[src/inc/mac_mode_irq_consts.vh]
// Offsets, field positions and reset values of the mode and enable registers
// Assumes a 32-bit APB with byte addresses
`ifndef MAC_MODE_IRQ_CONSTS_VH
`define MAC_MODE_IRQ_CONSTS_VH

`define ADDR_NET_MODE 12'h030
`define ADDR_IRQ_EN 12'h038
`define ADDR_IRQ_STATUS 12'h028
`define ADDR_RX_STATE 12'h0F0

`define MODE_FORCE_COLL 12
`define MODE_OPMODE_LO 10
`define MODE_ALL_MCAST 7
`define MODE_PROMISC 6
`define MODE_BACKOFF_HOLD 5
`define MODE_PASS_BAD 3
`define MODE_RX_START 1
`define MODE_WR_MASK 32'h0000_1CEA
`define MODE_RESET 32'h0000_0000

`define OPMODE_NORMAL 2'h0
`define OPMODE_MAC_LOOP 2'h1

`define IEN_NORMAL_SUM 16
`define IEN_ABNORMAL_SUM 15
`define IEN_FATAL_BUS 13
`define IEN_TIMER 11
`define IEN_RX_WDOG 9
`define IEN_RX_STOP 8
`define IEN_RX_UNAVAIL 7
`define IEN_RX_DONE 6
`define IEN_TX_UFLOW 5
`define IEN_TX_JABBER 3
`define IEN_TX_DONE 0
`define IEN_WR_MASK 32'h0001_ABEF
`define IEN_RESET 32'h0000_0000

`define NORMAL_CLASS_MASK 32'h0000_0045
`define ABNORMAL_CLASS_MASK 32'h0000_2BAA

`endif

[src/core/mac_mode_irq_regs.v]
// Mode register, interrupt enable and latched status with one irq output
// Assumes APB master on clk_sys; MAC events are one-cycle pulses on clk_sys
//
// What this block does
// - Force-collision bit makes every transmit attempt collide; resets to zero.
// - Operating mode 00 normal, 01 MAC loop-back; 10 and 11 reserved.
// - All-multicast bit makes receive filter accept every multicast packet.
// - Promiscuous accepts any good packet; else only matching destination.
// - Back-off hold pauses back-off counting while carrier is active.
// - Pass-bad keeps bad packets passing address filter; else discard.
// - Clearing receive start stops receiver after current frame completes.
// - Stopped receiver still takes pause and wake-up frames when enabled.
// - Setting receive start puts receiver in running state; resets zero.
// - Normal summary enable passes normal sources with their own enables.
// - Abnormal summary enable passes abnormal sources with own enables.
// - Fatal bus error irq needs its enable and abnormal summary.
// - Timer expiry irq needs its enable and abnormal summary.
// - Receive watchdog irq needs its enable and abnormal summary.
// - Receive stopped irq needs its enable and abnormal summary.
// - Receive descriptor unavailable irq needs enable and abnormal summary.
// - Receive completed irq needs its enable and normal summary.
// - Transmit underflow irq needs its enable and abnormal summary.
// - Transmit jabber irq needs its enable and abnormal summary.
// - Transmit completed irq needs its enable and normal summary.
// - Status flags stay set until software writes one to them.
`timescale 1ns/1ns
`default_nettype none
`include "mac_mode_irq_consts.vh"

module mac_mode_irq_regs (
    input wire clk_sys,
    input wire reset,
    input wire psel,
    input wire penable,
    input wire pwrite,
    input wire [11:0] paddr,
    input wire [31:0] pwdata,
    output reg [31:0] prdata,
    output reg pready,
    output reg pslverr,
    input wire [31:0] eventPulse,
    input wire frameBusy,
    input wire carrierSense,
    input wire pauseFrameEn,
    input wire wakeFrameEn,
    output reg forceCollision,
    output reg macLoopback,
    output reg allMulticast,
    output reg promiscuous,
    output reg backoffPause,
    output reg passBad,
    output reg rxRunning,
    output reg rxControlFramesOnly,
    output reg irqOut
);
    localparam [2:0] RX_STOP = 3'b001;
    localparam [2:0] RX_RUN = 3'b010;
    localparam [2:0] RX_FINISH = 3'b100;

    reg [31:0] modeReg_r;
    reg [31:0] ienReg_r;
    reg [31:0] status_r;
    reg [2:0] rxState_r;
    reg [2:0] rxState_nxt;
    reg [31:0] rdMux;
    wire [31:0] statusClr;
    wire [31:0] classGate;
    wire setupPhase;
    wire wrStrobe;
    wire addrOk;

    // Register selects and stored mode fields
    wire selMode;
    wire selIen;
    wire selStatus;
    wire selRxState;
    wire [31:0] modeWrData;
    wire [31:0] ienWrData;
    wire fcBit;
    wire [1:0] opModeSel;
    wire mcastBit;
    wire promiscBit;
    wire backoffBit;
    wire passBadBit;
    wire rxStopNxt;

    // Interrupt gating
    wire normalSum;
    wire abnormalSum;
    wire gateFatalBus;
    wire gateTimer;
    wire gateRxWdog;
    wire gateRxStop;
    wire gateRxUnavail;
    wire gateRxDone;
    wire gateTxUflow;
    wire gateTxJabber;
    wire gateTxDone;
    reg [31:0] srcArmed;
    wire [31:0] srcFire;
    wire [31:0] srcMask;

    // Decoded register selects
    assign setupPhase = psel && !penable;
    assign wrStrobe = psel && penable && pready && pwrite;
    assign selMode = paddr == `ADDR_NET_MODE;
    assign selIen = paddr == `ADDR_IRQ_EN;
    assign selStatus = paddr == `ADDR_IRQ_STATUS;
    assign selRxState = paddr == `ADDR_RX_STATE;
    assign addrOk = selMode || selIen || selStatus || selRxState;

    // Write-one clear mask for the status flags
    assign statusClr = (wrStrobe && selStatus) ? pwdata : 32'h0000_0000;

    // Reserved positions never reach storage
    assign modeWrData = pwdata & `MODE_WR_MASK;
    assign ienWrData = pwdata & `IEN_WR_MASK;

    // Mode fields as stored
    assign fcBit = modeReg_r[`MODE_FORCE_COLL];
    assign opModeSel = modeReg_r[`MODE_OPMODE_LO+1:`MODE_OPMODE_LO];
    assign mcastBit = modeReg_r[`MODE_ALL_MCAST];
    assign promiscBit = modeReg_r[`MODE_PROMISC];
    assign backoffBit = modeReg_r[`MODE_BACKOFF_HOLD];
    assign passBadBit = modeReg_r[`MODE_PASS_BAD];

    // Summary enables
    assign normalSum = ienReg_r[`IEN_NORMAL_SUM];
    assign abnormalSum = ienReg_r[`IEN_ABNORMAL_SUM];

    // Summary enable fans out over its class of sources
    assign classGate =
        ({32{normalSum}} & `NORMAL_CLASS_MASK) |
        ({32{abnormalSum}} & `ABNORMAL_CLASS_MASK);

    // Each named source needs its own enable and its class summary
    assign gateFatalBus = ienReg_r[`IEN_FATAL_BUS] && abnormalSum;
    assign gateTimer = ienReg_r[`IEN_TIMER] && abnormalSum;
    assign gateRxWdog = ienReg_r[`IEN_RX_WDOG] && abnormalSum;
    assign gateRxStop = ienReg_r[`IEN_RX_STOP] && abnormalSum;
    assign gateRxUnavail = ienReg_r[`IEN_RX_UNAVAIL] && abnormalSum;
    assign gateRxDone = ienReg_r[`IEN_RX_DONE] && normalSum;
    assign gateTxUflow = ienReg_r[`IEN_TX_UFLOW] && abnormalSum;
    assign gateTxJabber = ienReg_r[`IEN_TX_JABBER] && abnormalSum;
    assign gateTxDone = ienReg_r[`IEN_TX_DONE] && normalSum;
    assign srcMask = `NORMAL_CLASS_MASK | `ABNORMAL_CLASS_MASK;

    // Per-source arming; named sources spelled out over the fan-out
    always @* begin
        srcArmed = ienReg_r & classGate;
        srcArmed[`IEN_FATAL_BUS] = gateFatalBus;
        srcArmed[`IEN_TIMER] = gateTimer;
        srcArmed[`IEN_RX_WDOG] = gateRxWdog;
        srcArmed[`IEN_RX_STOP] = gateRxStop;
        srcArmed[`IEN_RX_UNAVAIL] = gateRxUnavail;
        srcArmed[`IEN_RX_DONE] = gateRxDone;
        srcArmed[`IEN_TX_UFLOW] = gateTxUflow;
        srcArmed[`IEN_TX_JABBER] = gateTxJabber;
        srcArmed[`IEN_TX_DONE] = gateTxDone;
    end

    // Zero-wait-state APB slave: ready in the access phase
    always @(posedge clk_sys) begin
        if (reset) begin
            pready <= 1'b0;
        end else begin
            pready <= setupPhase;
        end
    end

    // Unmapped addresses are refused in the access phase
    always @(posedge clk_sys) begin
        if (reset) begin
            pslverr <= 1'b0;
        end else begin
            pslverr <= setupPhase && !addrOk;
        end
    end

    // Read data captured at setup, stands through the access phase
    always @(posedge clk_sys) begin
        if (reset) begin
            prdata <= 32'h0000_0000;
        end else if (setupPhase && !pwrite) begin
            prdata <= rdMux;
        end
    end

    // Reserved bits are held zero in storage, so they read zero
    always @* begin
        rdMux = 32'h0000_0000;
        if (selMode) begin
            rdMux = modeReg_r;
        end
        if (selIen) begin
            rdMux = ienReg_r;
        end
        if (selStatus) begin
            rdMux = status_r;
        end
        if (selRxState) begin
            rdMux = {29'h0000_0000, rxState_r};
        end
    end

    always @(posedge clk_sys) begin
        if (reset) begin
            modeReg_r <= `MODE_RESET;
        end else if (wrStrobe && selMode) begin
            modeReg_r <= modeWrData;
        end
    end

    always @(posedge clk_sys) begin
        if (reset) begin
            ienReg_r <= `IEN_RESET;
        end else if (wrStrobe && selIen) begin
            ienReg_r <= ienWrData;
        end
    end

    // Set beats a write-one clear in the same cycle
    genvar i;
    generate
        for (i = 0; i < 32; i = i + 1) begin : gStatus
            always @(posedge clk_sys) begin
                if (reset || !srcMask[i]) begin
                    status_r[i] <= 1'b0;
                end else if (eventPulse[i]) begin
                    status_r[i] <= 1'b1;
                end else if (statusClr[i]) begin
                    status_r[i] <= 1'b0;
                end
            end
        end
    endgenerate

    // A flag fires only while it is armed
    generate
        for (i = 0; i < 32; i = i + 1) begin : gFire
            assign srcFire[i] = status_r[i] && srcArmed[i];
        end
    endgenerate

    // Receive processor state
    always @* begin
        rxState_nxt = rxState_r;
        case (rxState_r)
            RX_STOP: begin
                if (modeReg_r[`MODE_RX_START]) begin
                    rxState_nxt = RX_RUN;
                end
            end
            RX_RUN: begin
                if (!modeReg_r[`MODE_RX_START]) begin
                    rxState_nxt = frameBusy ? RX_FINISH : RX_STOP;
                end
            end
            RX_FINISH: begin
                if (modeReg_r[`MODE_RX_START]) begin
                    rxState_nxt = RX_RUN;
                end else if (!frameBusy) begin
                    rxState_nxt = RX_STOP;
                end
            end
            default: rxState_nxt = RX_STOP;
        endcase
    end

    assign rxStopNxt = rxState_nxt == RX_STOP;

    // Receive processor state register
    always @(posedge clk_sys) begin
        if (reset) begin
            rxState_r <= RX_STOP;
        end else begin
            rxState_r <= rxState_nxt;
        end
    end

    // Collide on every attempt, test use
    always @(posedge clk_sys) begin
        if (reset) begin
            forceCollision <= 1'b0;
        end else begin
            forceCollision <= fcBit;
        end
    end

    // Reserved codes give no loop-back
    always @(posedge clk_sys) begin
        if (reset) begin
            macLoopback <= 1'b0;
        end else begin
            macLoopback <= opModeSel == `OPMODE_MAC_LOOP;
        end
    end

    // Accept every multicast packet
    always @(posedge clk_sys) begin
        if (reset) begin
            allMulticast <= 1'b0;
        end else begin
            allMulticast <= mcastBit;
        end
    end

    // Accept any good packet
    always @(posedge clk_sys) begin
        if (reset) begin
            promiscuous <= 1'b0;
        end else begin
            promiscuous <= promiscBit;
        end
    end

    // Back-off counter held while carrier is up
    always @(posedge clk_sys) begin
        if (reset) begin
            backoffPause <= 1'b0;
        end else begin
            backoffPause <= backoffBit && carrierSense;
        end
    end

    // Keep bad packets that pass the address filter
    always @(posedge clk_sys) begin
        if (reset) begin
            passBad <= 1'b0;
        end else begin
            passBad <= passBadBit;
        end
    end

    // Running also covers the frame still finishing
    always @(posedge clk_sys) begin
        if (reset) begin
            rxRunning <= 1'b0;
        end else begin
            rxRunning <= !rxStopNxt;
        end
    end

    // Control frames still taken while stopped
    always @(posedge clk_sys) begin
        if (reset) begin
            rxControlFramesOnly <= 1'b0;
        end else begin
            rxControlFramesOnly <= rxStopNxt &&
                (pauseFrameEn || wakeFrameEn);
        end
    end

    // Level output, follows the armed flags
    always @(posedge clk_sys) begin
        if (reset) begin
            irqOut <= 1'b0;
        end else begin
            irqOut <= |srcFire;
        end
    end
endmodule
`default_nettype wire

[config.mk]
export PLATFORM = sky130hd
export DESIGN_NAME = mac_mode_irq_regs
export DESIGN_NICKNAME = d
export VERILOG_FILES = /design/src/core/mac_mode_irq_regs.v
export VERILOG_INCLUDE_DIRS = /design/src /design/src/inc
export SDC_FILE = /design/constraint.sdc
export NUM_CORES = 1
export LEC_CHECK = 0
export BUFFER_PORTS_ARGS = -buffer_cell sky130_fd_sc_hd__buf_2
export CORE_UTILIZATION = 42
export DETAILED_ROUTE_END_ITERATION = 8
export HOLD_SLACK_MARGIN = 0.03
export PLACE_DENSITY = 0.82
export SETUP_SLACK_MARGIN = 0.15
export SKIP_CTS_REPAIR_TIMING = 1
export SYNTH_ARGS = -nofsm -noshare
export SYNTH_HDL_FRONTEND = slang
export SYNTH_SLANG_ARGS = --single-unit
[constraint.sdc]
create_clock -name clk_sys -period 6.86 [get_ports clk_sys]
set_input_delay 1.029 -clock clk_sys [delete_from_list [all_inputs] [get_ports clk_sys]]
set_output_delay 1.029 -clock clk_sys [all_outputs]
set_load 0.005 [all_outputs]
* Word-level counts from Yosys, hierarchy flattened
Cells that the tools add are included.
** Word-level totals
- Bits in registers :: 78
- Bits of input ports :: 85
- Output and inout port bits :: 43
- Word-level logic and storage cells :: 121
** Cells by class
- Eq/ne operators :: 9
- Mux-type cells :: 33
- Bitwise gates (word level) :: 2
- Reduce and logical (&&, ||, !) cells :: 51
** Operators by type and width (count)
- two-way mux 17 bit :: 3
- == test 12 x 6 -> 1 bit, second input constant :: 3
- logical AND 1 bit :: 31
- two-way mux 1 bit :: 22
- nonzero test 2 bit :: 11
- two-way mux 3 bit :: 5
- two-way mux 14 bit :: 1
- two-way mux 13 bit :: 1
- == test 12 x 8 -> 1 bit, second input constant :: 1
- OR reduction 11 bit :: 1
- one-hot mux 3 bit (3 select lines) :: 1
- == test 3 x 1 -> 1 bit, second input constant :: 2
- logical NOT 1 bit :: 4
- logical OR 1 bit :: 4
- AND 3 bit :: 1
- == test 3 x 2 -> 1 bit, second input constant :: 1
- == test 3 bit, second input constant :: 1
- OR 3 x 2 -> 3 bit :: 1
- == test 2 x 1 -> 1 bit, second input constant :: 1

* Depth between registers and ports, before layout
- Word-level depth :: 7
- Gate-level depth with buffers :: 7
- Depth with buffers taken out :: 4

* Worst setup path before layout
No wires, ideal clock.
- Path kind :: in2reg
- Start :: input port paddr[1]
- End :: register prdata[3]
- Arrival :: 2751 ps
- Data required time :: 6743 ps
- Slack :: 3992 ps
- Cell stages on the path :: 6
- Buffers on the path :: 2
- Cell sequence :: or4b_1 > buf_2 > or4_4 > buf_6 > or2_0 > a32o_1
** On the way
- Cells in the longest elaborated chain, start to end :: 5
- Elaborated cells between the ends (all ways) :: 8
- Classes of those cells :: 4 x eq/ne; 4 x mux
** RTL lines
- start, declared :: line mac_mode_irq_regs.v:36 : input wire [11:0] paddr,
- == test 12 x 6 -> 1 bit (no source line)
- two-way mux 13 bit :: line mac_mode_irq_regs.v:192 : if (selMode) begin
- two-way mux 17 bit :: line mac_mode_irq_regs.v:195 : if (selIen) begin
- two-way mux 17 bit :: line mac_mode_irq_regs.v:198 : if (selStatus) begin
- two-way mux 17 bit (*) :: line mac_mode_irq_regs.v:201 : if (selRxState) begin
- end signal, assigned :: line mac_mode_irq_regs.v:185 : prdata <= rdMux;
- end, declared :: line mac_mode_irq_regs.v:38 : output reg [31:0] prdata,
Every way passes the cells marked *; elsewhere a longest branch is shown, timed or not.
A chain may end at the register's enable or synchronous reset.

* Worst setup path after layout
- Start :: input port paddr[9]
- End :: register ienReg_r[8]
** On the way
- Cells in the longest elaborated chain, start to end :: 2
** RTL lines
- == test 12 x 6 -> 1 bit (no source line)
- logical AND 1 bit :: line mac_mode_irq_regs.v:217 : end else if (wrStrobe && selIen) begin
- end signal, assigned :: line mac_mode_irq_regs.v:216 : ienReg_r <= `IEN_RESET;
- end signal, assigned :: line mac_mode_irq_regs.v:218 : ienReg_r <= ienWrData;
- end, declared :: line mac_mode_irq_regs.v:61 : reg [31:0] ienReg_r;
No other way between the ends.

==> metrics <==
status=finished, violations left; failing checks=DRC; Final Max Slew Viols=0; slowest stage cell, crit path=and4_1; CP Class=in2reg; largest delay contributor family on the critical path=simple AND/OR/NAND/NOR gates; initial antenna violation count=0; Max FO, Critical Path=13; Total Wirelength=6.604 mm; post-synth top area share=43.26%; Slew @ Worst Pin=0.9171 ns; post-synthesis sequential area ratio=43.26%; share of layout cells above drive strength 1=24.03%; leakage power=1.397 nW; CTS tree=done; post-synth top area cell=dfxtp_1; mapped cell area=0.002823 mm^2; Max-Cap Viols=0; Mapped Cells=318; clk slew on worst S/H paths=0.06 ns; number of port buffers=72; area grow syn2layout=17.24%; FF-to-FF setup slack=5.13 ns; CTS Buf Count=9; clock buffer depth=2; antenna cells=0; Design Area, Final=0.003309 mm^2; CTS sink cnt=61; H-tree levels=3; Post-DP HPWL=4.785 mm; Yosys cell types=43; Power Dens Cells=213.2 mW/mm^2; total track usage=19.76%; CP max stage delay=0.79 ns; Avg Synthesized Cell Area=8.876 um^2; starting DRC count in detailed routing=131; Worst Setup End Kind=flip-flop; vias in the first global route=2,302; setup_tns=0 ns; Fill cells=604; Core Area=0.006422 mm^2; crit path time final=2.964 ns; skew final=0.004564 ns; chip width=83.98 um; Synth Warn #=0; fmax=337.4 MHz; GR peak layer=met2; Vias=2,426; commonest non-fill, non-tap cell in the layout=buf_2; Post-synth EDFFs=0; Initial Util=43.95%; Die Span Y=83.98 um; most frequent cells in the layout=buf_2 (72), dfxtp_1 (61), nand2b_1 (35), nor2_1 (23), mux2i_1 (21); met1 usage=23.99%; M3 GR Usage=5.242%; num ports=128; routed len/inst=14.23 um; met2 Track Usage GR=32.94%; Post-DRT Antenna Nets=0; synth top area cells=dfxtp_1 (43%), nand2b_1 (7.8%), mux2i_1 (7.4%); WP buf/inv=1; final hold violation count=0; DRC Markers=14; drt via density=5.228; unrepaired setup endpoints after global routing=no; grt ovf=0; Synth Flop Type=dfxtp_1; fin crit share=43.20%; # rows=29; largest net degree at the start of global routing=64; first-pass GRT wire length=10.81 mm; DR pass1 iterations=6; Worst EP required=7.13 ns; Synth async-reset ratio=0%; final RePlAce weighted congestion=0.7942; max_slew headroom=38.73%; number of synthesized register bits=61; area post-placement=0.003132 mm^2; die area=0.007053 mm^2; root buf cell=clkbuf_8; fin nets=468; Max IR drop VDD=97.08 uV; critical path arrival=3.23 ns; setup violators final=0; Startpoint Class=input pin; hold crit path type=reg2reg; CP Cell Sequence=buf_2 > or4_1 > nor2_1 > and4_1 > mux2i_1; clock latency on the worst-skew pair=0.34 ns
-- tightest hold or removal path, cell delays in order (launching register included) --
cell	delay, ns
dfxtp_1	0.31
nand2_1	0.05
nand2_1	0.04
-- synth_stat cells (2+ instances only) --
library cell and instances:
dfxtp_1 61, nand2b_1 35, nor2_1 23, mux2i_1 21, nand2_1 19, buf_4 18
inv_1 18, nor3_1 14, clkbuf_1 11, nor2b_1 9, nor4_1 9, nand4_1 8
o21ai_0 8, a21oi_1 7, o211ai_1 6, o32ai_1 5, a22oi_1 4, buf_2 4
mux2_2 3, nor3b_1 3, nor4b_1 3, a211oi_1 2, a311o_1 2, and3_1 2
and4_1 2, nand3_1 2, or3_1 2, or3b_2 2
-- cells by family (layout without fill, tap and decap cells) --
group	after synthesis	in the layout	synth area share, %
AND/OR/NAND/NOR	140	140	28.19
AO/OA/AOI/OAI	38	38	9.397
buffers and inverters	52	105	9.752
XOR/XNOR	2	2	0.6207
multiplexers	24	24	8.643
other	1	17	0.1329
flip-flops	61	61	43.26
-- power breakdown --
group	leakage [nW]	switching [W]	internal [W]
combinational	0.809	0.0000282	0.0000226
sequential	0.496	0.00000490	0.000360
clock	0.0926	0.000131	0.000158
-- final timing paths --
kind | startpoint | endpoint | cells past startpoint
max | paddr[9] | ienReg_r[8] | 5
min | prdata[7] | prdata[7] | 2
max reg2reg | pready | ienReg_r[8] | 3
min reg2reg | prdata[7] | prdata[7] | 2
-- cell type report --
type / instances / area [um^2] / share of cell area, %
clock inverters: 1 / 5.005 / 0.1512
well taps: 77 / 96.34 / 2.911
repair buffers: 72 / 360.3 / 10.89
inverters: 18 / 67.56 / 2.042
clock buffers: 14 / 172.7 / 5.217
flip-flops and latches: 61 / 1221 / 36.90
multi-input cells: 221 / 1386 / 41.89
-- per-stage QoR --
step                      setup WS (ns)  std cells  total power, W  utilization [%]  hold slack [ns]
after detailed placement          3.579        449       0.0004235            48.76           0.4230
after global placement            3.614        449       0.0004218            48.76           0.4200
after CTS                         3.935        464       0.0007115            51.53           0.4346
final                             3.896        464       0.0007057            51.53           0.4342
after global routing              3.766        464       0.0007322            51.53           0.4548
after floorplan                   3.992        334       0.0004059                -           0.3979
-- state kept, by name, indices dropped and copies added, names as in the netlist, 3 cells and up --
signal,flops
ienReg_r,13
prdata,15
modeReg_r,8
status_r,11
rxState_r,3
-- per-layer routing --
layer	wire [um]	up-vias
li1	-	1204
met1	2911	1123
met2	3143	84
met3	431	15
met4	118	0
met5	0	-
No activity file was read; power rests on OpenSTA's default activity.
